$ cat config.mk
export PLATFORM = sky130hd
export DESIGN_NAME = cpt_timer
export DESIGN_NICKNAME = d
export VERILOG_FILES = /design/src/rtl/cpt_pkg.sv /design/src/rtl/cpt_timer.sv
export SDC_FILE = /design/constraint.sdc
export NUM_CORES = 1
export LEC_CHECK = 0
export BUFFER_PORTS_ARGS = -buffer_cell sky130_fd_sc_hd__buf_2
export CORE_MARGIN = 4
export CORE_UTILIZATION = 65
export CTS_BUF_LIST = sky130_fd_sc_hd__clkbuf_8
export CTS_CLUSTER_SIZE = 8
export DETAILED_ROUTE_END_ITERATION = 10
export PLACE_DENSITY = 0.87
export SETUP_SLACK_MARGIN = 0.15
export SYNTH_ARGS = -nofsm -noshare
export SYNTH_HDL_FRONTEND = slang
export SYNTH_SLANG_ARGS = --single-unit
$ cat constraint.sdc
create_clock -name i_core_clk -period 8.1 [get_ports i_core_clk]
set_input_delay 0.405 -clock i_core_clk [delete_from_list [all_inputs] [get_ports i_core_clk]]
set_output_delay 0.405 -clock i_core_clk [all_outputs]
set_load 0.005 [all_outputs]
$ cat src/rtl/cpt_pkg.sv
// package with register map, field layout and reset constants for the pwm timer
// Overview of operation
// - center mode counts up to modulo, then down
// - period starts at modulo minus one to modulo
// - zero and modulo last one count each
// - each pin driven by reset-low hidden flop
// - output flop changes on compare match or at period start
// - outputs hold level until next compare or period start
// - counter resets to zero, mid-period start
// - channel equal modulo gives full duty
// - channel modulo minus one gives proportional duty
// - negative channel value gives zero duty
// - new center duty starts next period
// - edge mode zero-to-nonzero may lag
// - prescaler keeps count across setting change
// - three-bit prescale encodes power-of-two divide
// - channel value is 16-bit, high/low bytes
// - any counter byte write clears counter
// - clock select zero stops, else runs
package cpt_pkg;
  localparam int CPT_AW = 4;
  // word indices; byte address is four times the index
  localparam logic [CPT_AW-1:0] CPT_CTRL_IDX = 4'h0;
  localparam logic [CPT_AW-1:0] CPT_CNTH_IDX = 4'h1;
  localparam logic [CPT_AW-1:0] CPT_CNTL_IDX = 4'h2;
  localparam logic [CPT_AW-1:0] CPT_MODH_IDX = 4'h3;
  localparam logic [CPT_AW-1:0] CPT_MODL_IDX = 4'h4;
  localparam logic [CPT_AW-1:0] CPT_CH0H_IDX = 4'h5;
  localparam logic [CPT_AW-1:0] CPT_CH0L_IDX = 4'h6;
  localparam logic [CPT_AW-1:0] CPT_CH1H_IDX = 4'h7;
  localparam logic [CPT_AW-1:0] CPT_CH1L_IDX = 4'h8;
  // control register fields
  localparam int CPT_PS_LSB = 0;
  localparam int CPT_CLKS_LSB = 3;
  localparam int CPT_CPWM_BIT = 5;
  localparam logic [7:0] CPT_CTRL_RST = 8'h00;
  localparam logic [15:0] CPT_MOD_RST = 16'h0000;
  localparam logic [15:0] CPT_CNT_RST = 16'h0000;
  localparam logic [15:0] CPT_CHV_RST = 16'h0000;
  localparam logic [1:0] CPT_CLKS_OFF = 2'h0;
  localparam logic [31:0] CPT_UNMAPPED = 32'h0000_0000;
  // bus request bundle
  typedef struct packed {
    logic rd;
    logic wr;
    logic [CPT_AW-1:0] idx;
    logic [7:0] wdata;
  } cpt_req_t;
endpackage

$ cat src/rtl/cpt_timer.sv
// center/edge aligned pwm timer with avalon-mm register slave
//
// Implementation choices: the register offsets and the Avalon-MM slave port.
`timescale 1ns/1ps
module cpt_timer
  import cpt_pkg::*;
#(
  parameter int NCH = 2
) (
  input wire logic i_core_clk,
  input wire logic i_rst_b,
  input wire logic [CPT_AW+1:0] i_avs_address,
  input wire logic i_avs_read,
  input wire logic i_avs_write,
  input wire logic [31:0] i_avs_writedata,
  input wire logic [3:0] i_avs_byteenable,
  output logic [31:0] o_avs_readdata,
  output logic o_avs_waitrequest,
  output logic [NCH-1:0] o_pwm
);
  // decoded request for this cycle
  cpt_req_t req;
  logic busy_reg; // one-cycle answer phase
  logic [7:0] ctrl_reg; // prescale, clock select, center mode
  logic [15:0] mod_reg; // modulo_value
  logic [15:0] cnt_reg; // counter_value
  logic down_reg; // direction indicator, 1 = counting down
  logic [6:0] pre_reg; // prescaler divider flops
  logic [15:0] chv_reg [NCH]; // channel_compare_value as written
  logic [15:0] act_reg [NCH]; // channel value in use
  logic [NCH-1:0] pwm_reg; // hidden output flops
  logic tick; // one-cycle count enable
  logic per_start; // a new pwm period begins
  logic cnt_clr; // software write to a counter byte

  // word index decode from the byte address
  function automatic logic [CPT_AW-1:0] idx_of(
    input logic [CPT_AW+1:0] a);
    idx_of = a[CPT_AW+1:2];
  endfunction

  // prescale divide-by mask, setting n divides by 2**n
  function automatic logic [6:0] ps_mask(input logic [2:0] ps);
    ps_mask = 7'((8'h01 << ps) - 8'h01);
  endfunction

  always_comb begin
    req.rd = i_avs_read & ~busy_reg;
    req.wr = i_avs_write & ~busy_reg & i_avs_byteenable[0];
    req.idx = idx_of(i_avs_address);
    req.wdata = i_avs_writedata[7:0];
  end

  // waitrequest stays high until the answer cycle; answer one cycle later
  always_ff @(posedge i_core_clk or negedge i_rst_b) begin
    if (!i_rst_b) begin
      busy_reg <= 1'b0;
      o_avs_waitrequest <= 1'b1;
    end else begin
      busy_reg <= (i_avs_read | i_avs_write) & ~busy_reg;
      o_avs_waitrequest <= ~((i_avs_read | i_avs_write) & ~busy_reg);
    end
  end

  // read data mux; high byte, low byte, unmapped reads zero
  always_ff @(posedge i_core_clk or negedge i_rst_b) begin
    if (!i_rst_b) begin
      o_avs_readdata <= CPT_UNMAPPED;
    end else if (req.rd) begin
      case (req.idx)
        CPT_CTRL_IDX: o_avs_readdata <= {24'h00_0000, ctrl_reg};
        CPT_CNTH_IDX: o_avs_readdata <= {24'h00_0000, cnt_reg[15:8]};
        CPT_CNTL_IDX: o_avs_readdata <= {24'h00_0000, cnt_reg[7:0]};
        CPT_MODH_IDX: o_avs_readdata <= {24'h00_0000, mod_reg[15:8]};
        CPT_MODL_IDX: o_avs_readdata <= {24'h00_0000, mod_reg[7:0]};
        CPT_CH0H_IDX: o_avs_readdata <= {24'h00_0000, chv_reg[0][15:8]};
        CPT_CH0L_IDX: o_avs_readdata <= {24'h00_0000, chv_reg[0][7:0]};
        CPT_CH1H_IDX: o_avs_readdata <= {24'h00_0000,
                                         chv_reg[NCH-1][15:8]};
        CPT_CH1L_IDX: o_avs_readdata <= {24'h00_0000,
                                         chv_reg[NCH-1][7:0]};
        default: o_avs_readdata <= CPT_UNMAPPED;
      endcase
    end
  end

  // control and modulo registers
  always_ff @(posedge i_core_clk or negedge i_rst_b) begin
    if (!i_rst_b) begin
      ctrl_reg <= CPT_CTRL_RST;
      mod_reg <= CPT_MOD_RST;
    end else if (req.wr) begin
      case (req.idx)
        CPT_CTRL_IDX: ctrl_reg <= req.wdata;
        CPT_MODH_IDX: mod_reg[15:8] <= req.wdata;
        CPT_MODL_IDX: mod_reg[7:0] <= req.wdata;
        default: ctrl_reg <= ctrl_reg;
      endcase
    end
  end

  // any write to either counter byte clears the count
  assign cnt_clr = req.wr & ((req.idx == CPT_CNTH_IDX) |
                             (req.idx == CPT_CNTL_IDX));

  // prescaler: divider count survives a setting change, so the first
  // tick after a change may come early or late
  always_ff @(posedge i_core_clk or negedge i_rst_b) begin
    if (!i_rst_b) begin
      pre_reg <= 7'h00;
    end else if (ctrl_reg[CPT_CLKS_LSB +: 2] != CPT_CLKS_OFF) begin
      pre_reg <= pre_reg + 7'h01;
    end
  end

  // tick when all low bits selected by the mask are ones
  assign tick = (ctrl_reg[CPT_CLKS_LSB +: 2] != CPT_CLKS_OFF) &&
                ((pre_reg & ps_mask(ctrl_reg[CPT_PS_LSB +: 3])) ==
                 ps_mask(ctrl_reg[CPT_PS_LSB +: 3]));

  // period start: up-to-down turn in center mode, wrap in edge mode
  assign per_start = tick & (ctrl_reg[CPT_CPWM_BIT] ?
    (!down_reg && cnt_reg == mod_reg - 16'h0001) :
    (cnt_reg == mod_reg));

  // main counter and direction; reset value zero is mid-period in
  // center mode
  always_ff @(posedge i_core_clk or negedge i_rst_b) begin
    if (!i_rst_b) begin
      cnt_reg <= CPT_CNT_RST;
      down_reg <= 1'b0;
    end else if (cnt_clr) begin
      cnt_reg <= CPT_CNT_RST;
      down_reg <= 1'b0;
    end else if (tick) begin
      if (!ctrl_reg[CPT_CPWM_BIT]) begin
        // edge mode: up to modulo then wrap
        down_reg <= 1'b0;
        cnt_reg <= (cnt_reg >= mod_reg) ? 16'h0000 :
                   cnt_reg + 16'h0001;
      end else if (mod_reg == 16'h0000) begin
        cnt_reg <= 16'h0000;
      end else if (!down_reg) begin
        // modulo shows for one count, then down
        if (cnt_reg >= mod_reg - 16'h0001) begin
          cnt_reg <= mod_reg;
          down_reg <= 1'b1;
        end else begin
          cnt_reg <= cnt_reg + 16'h0001;
        end
      end else begin
        // zero shows for one count, then up
        if (cnt_reg <= 16'h0001) begin
          cnt_reg <= 16'h0000;
          down_reg <= 1'b0;
        end else begin
          cnt_reg <= cnt_reg - 16'h0001;
        end
      end
    end
  end

  // per-channel value registers, output flops and compare logic
  genvar g;
  generate
    for (g = 0; g < NCH; g++) begin : gen_ch
      logic [CPT_AW-1:0] hi_idx;
      logic [15:0] act_next;
      logic neg; // negative value means zero duty
      logic hit;
      assign hi_idx = 4'(CPT_CH0H_IDX + 4'(2 * g));
      assign neg = act_reg[g][15];

      // 16-bit value, written a byte at a time
      always_ff @(posedge i_core_clk or negedge i_rst_b) begin
        if (!i_rst_b) begin
          chv_reg[g] <= CPT_CHV_RST;
        end else if (req.wr && req.idx == hi_idx) begin
          chv_reg[g][15:8] <= req.wdata;
        end else if (req.wr && req.idx == hi_idx + 4'h1) begin
          chv_reg[g][7:0] <= req.wdata;
        end
      end

      // the written value is adopted only at a period start
      assign act_next = chv_reg[g];
      always_ff @(posedge i_core_clk or negedge i_rst_b) begin
        if (!i_rst_b) begin
          act_reg[g] <= CPT_CHV_RST;
        end else if (per_start) begin
          act_reg[g] <= act_next;
        end
      end

      // compare event: value equals the count on a tick
      assign hit = tick & (act_reg[g] == cnt_reg);

      // flop only moves on compare events or at the period start, where edge
      // mode sets every rise and center mode the corners and modulo minus one; hidden from software
      always_ff @(posedge i_core_clk or negedge i_rst_b) begin
        if (!i_rst_b) begin
          pwm_reg[g] <= 1'b0;
        end else if (ctrl_reg[CPT_CPWM_BIT]) begin
          if (per_start) begin
            // next period's value decides the level at its start
            if (act_next[15]) begin
              pwm_reg[g] <= 1'b0;
            end else if (act_next >= mod_reg) begin
              pwm_reg[g] <= 1'b1;
            end else if (act_next == mod_reg - 16'h0001) begin
              pwm_reg[g] <= 1'b0; // active from next down match
            end
          end else if (hit && !neg && act_reg[g] < mod_reg) begin
            // down count match goes active, up count match inactive
            pwm_reg[g] <= down_reg;
          end
        end else begin
          if (per_start) begin
            pwm_reg[g] <= !act_next[15] && (act_next != 16'h0000);
          end else if (hit && !neg) begin
            pwm_reg[g] <= 1'b0;
          end
        end
      end
    end
  endgenerate

  assign o_pwm = pwm_reg;
endmodule

==> metrics.csv <==
metric;value;unit
status;finished, final reports clean;
finClkSkew;0.00895;ns
rows;46;
synth_top_family_by_area;simple AND/OR/NAND/NOR gates;
intPower;0.00156;W
clkLatencyLatePin;0.46;ns
die_h;135;microns
antenna_found_initial;0;
p_comb_frac;0.430;
min_period;5.41;ns
r2r_slack;2.69;ns
hp-class;input pin to register;
worst_setup_path_start_kind;register;
r2r_start;mod_reg[0]$_DFFE_PN0P_;
die-area;18100;sq um
r2r_cells;15;
cts_htree_levels;4;
drv_cap;0;
synth_area_leaders;dfrtp_1 (30%), ha_1 (12%), mux2_2 (7.5%);
worstPathBufferInverterCount;2;
cts_buffer_depth;2;
grt_pass1_wl;55.7;mm
ios;81;
drive_gt1_frac;0.145;
holdPathEnd;o_avs_waitrequest$_DFF_PN1_;
power.total;0.00293;W
track_usage;0.407;
synth_compound_area_frac;0.157;
cp_data_arrival_time;5.76;ns
cp_max_fo;21;
core_area;15800;sq um
grt_max_degree;77;
maxSlewHeadroom;0.260;
synth_mux_area_frac;0.100;
pwr-share-seq;0.352;
dr.pass1.iters;6;
rsz0062_at_grt;no;
synthCells;1147;
drc_errors;0;
crit_slowest_cell;nand3_1;
netlist.top_cell.by_area;dfrtp_1;
fill_cells;1197;
setup_viol;0;
synth.distinct_cells;82;
cts-root-buf;clkbuf_8;
switching_share;0.467;
gr-max-usage-layer;met2;
place.gp.congestion;1.05;
critical_path.max_stage_delay;0.69;ns
endpoint_kind;register;
use_met1;0.527;
fin_ws;2.69;ns
grt_overflow;0;
final_util;0.698;
final_common_cell;dfrtp_1;
antenna_left;0;
start_util;0.659;
synth-adder-area-share;0.120;
tritoncts;done;
dr.first_iter.drc_count;1526;
synth_warnings;0;
crit_top_cell;o21a_1;
finalCritPeriodShare;0.668;
clock-sinks;124;
pwr-share-clk;0.219;
crit_chain;inv_1, ha_1, nor3b_1, nand3_1, o21a_1, ha_1, and4_1, nor2b_1, a32o_1, nand3_1, buf_4, nor3_1, nand2_1, o21a_1, o21a_1;
hold_ws;0.282;ns
fin_nets;1289;
seq_area;3100;sq um
synth_area;10400;sq um
async_reset_ff_frac;1.00;
place_ws;2.88;ns
path_class;register to register;
cpLargestDelayFamily;simple AND/OR/NAND/NOR gates;
yosysSeqAreaShare;0.298;
vias;9933;
tightest_slew;1.11;ns
p_switching;0.00137;W
synth_edf_count;0;
hold_viol_final;0;
port_buffers;27;
r2r_end;o_pwm[0]$_DFFE_PN0P_;
diodes;0;
hpwl;25.5;mm
grt_pass1_vias;9574;
wl_per_cell;26.7;microns
fp.dieW;135;microns
ys_ff_latch;124;
hold_start;i_avs_read;
cts_setup_buffers;0;
drv_slew;0;
area.growth.synth_to_final;6.05;%
max_freq;185;MHz
cp.required;8.45;ns
powerDensity;265;nW/um^2
synthXorXnorAreaFrac;0.0829;
synthSimpleGateAreaFrac;0.188;
gr-usage-met2;0.605;
vias_per_cell;7.23;
cts_buffers;17;
path_clk_slew;0.08;ns
hold_depth;3;
setup_tns;0;ns
synthFlopType;dfrtp_1;
yosys.area.top_type_share;0.295;
syn_area_per_cell;9.09;sq um
drt-total-wl;36.7;mm
p_leak;5.00;nW
multiInputGateArea;6840;sq um
ir_drop;0.185;mV
mostFrequentLayoutCells;dfrtp_1 (123), nand2_1 (105), ha_1 (99);
met3_usage;0.110;
-- cell usage after synthesis (5+ instances only) --
library cell    n
dfrtp_1       123
nand2_1       105
ha_1           99
mux2_2         69
o21ai_0        62
nor2_1         61
xnor2_1        59
a21oi_1        50
clkbuf_1       49
nor3_1         39
xor2_1         32
nand3_1        31
nor4_1         31
nand4_1        30
inv_1          29
buf_4          25
a21o_1         20
o22ai_1        15
mux2i_1        13
nor2b_1        12
a211oi_1       11
o211ai_1       11
buf_1          10
a31oi_1         8
nand2b_1        8
or3_1           8
a2111oi_0       7
a221o_1         6
o2111ai_1       6
o21a_1          6
or4_1           6
and2_1          5
mux4_2          5
nand3b_1        5
or2_2           5
-- final cells by class --
class                   count  area share
multi-input cells         925       0.619
clock buffers              17      0.0212
clock inverters            15      0.0191
well taps                 216      0.0244
flip-flops and latches    124       0.281
repair buffers             45      0.0249
inverters                  31      0.0105
-- per-layer routing --
layer / wire, microns / vias up
met4: 2920 / 0
met3: 5020 / 249
li1: - / 4200
met2: 15600 / 843
met1: 13100 / 4641
met5: 0 / -
-- power groups by stage --
| stage | sequential [W] | combinational, W | clock, W |
|---|---|---|---|
| after detailed placement | 0.00102 | 0.00120 | 0 |
| after floorplan | 0.000826 | 0.000935 | 0 |
| final | 0.00103 | 0.00126 | 0.000641 |
| after global placement | 0.00101 | 0.00115 | 0 |
| after CTS | 0.00100 | 0.00121 | 0.000646 |
| after global routing | 0.00102 | 0.00135 | 0.000670 |
-- through the flow --
| stage | instances | cell area [sq um] |
|---|---|---|
| global route | 1373 | 11100 |
| CTS | 1373 | 11100 |
| global placement | 1340 | 10600 |
| floorplan | 1170 | 10500 |
| finish | 1373 | 11100 |
| detailed placement | 1340 | 10600 |
-- tightest hold or removal path, cell delays in order --
cell and delay, ns:
buf_2 0.10, nor2_1 0.08, or2_2 0.12
-- how the worst max path moves through the flow --
stage                      startpoint                       to  slack (ns)  cells past startpoint
5_1_grt        mod_reg[1]$_DFFE_PN0P_     o_pwm[0]$_DFFE_PN0P_        2.56                     15
2_1_floorplan  mod_reg[1]$_DFFE_PN0P_  act_reg[10]$_DFFE_PN0P_        4.09                     14
3_5_place_dp   mod_reg[1]$_DFFE_PN0P_     o_pwm[0]$_DFFE_PN0P_        2.88                     15
6_report       mod_reg[0]$_DFFE_PN0P_     o_pwm[0]$_DFFE_PN0P_        2.69                     15
4_1_cts        mod_reg[1]$_DFFE_PN0P_     o_pwm[0]$_DFFE_PN0P_        2.85                     15
3_3_place_gp   mod_reg[1]$_DFFE_PN0P_     o_pwm[0]$_DFFE_PN0P_        2.99                     15
-- logic make-up (layout without fill, tap and decap cells) --
family	after synthesis	in the layout
xor+xnor	94	94
flops	124	124
other cells	1	24
fa+ha+maj	100	100
mux	89	89
compound gates	246	246
simple gates	372	372
buf+inv	121	108
-- what timing repair did --
item | CTS | global route
endpoints found under the hold margin | 48 | 0
hold buffers | 1 | 0
resized for setup | 0 | 0
No activity file was read; power rests on OpenSTA's default activity.
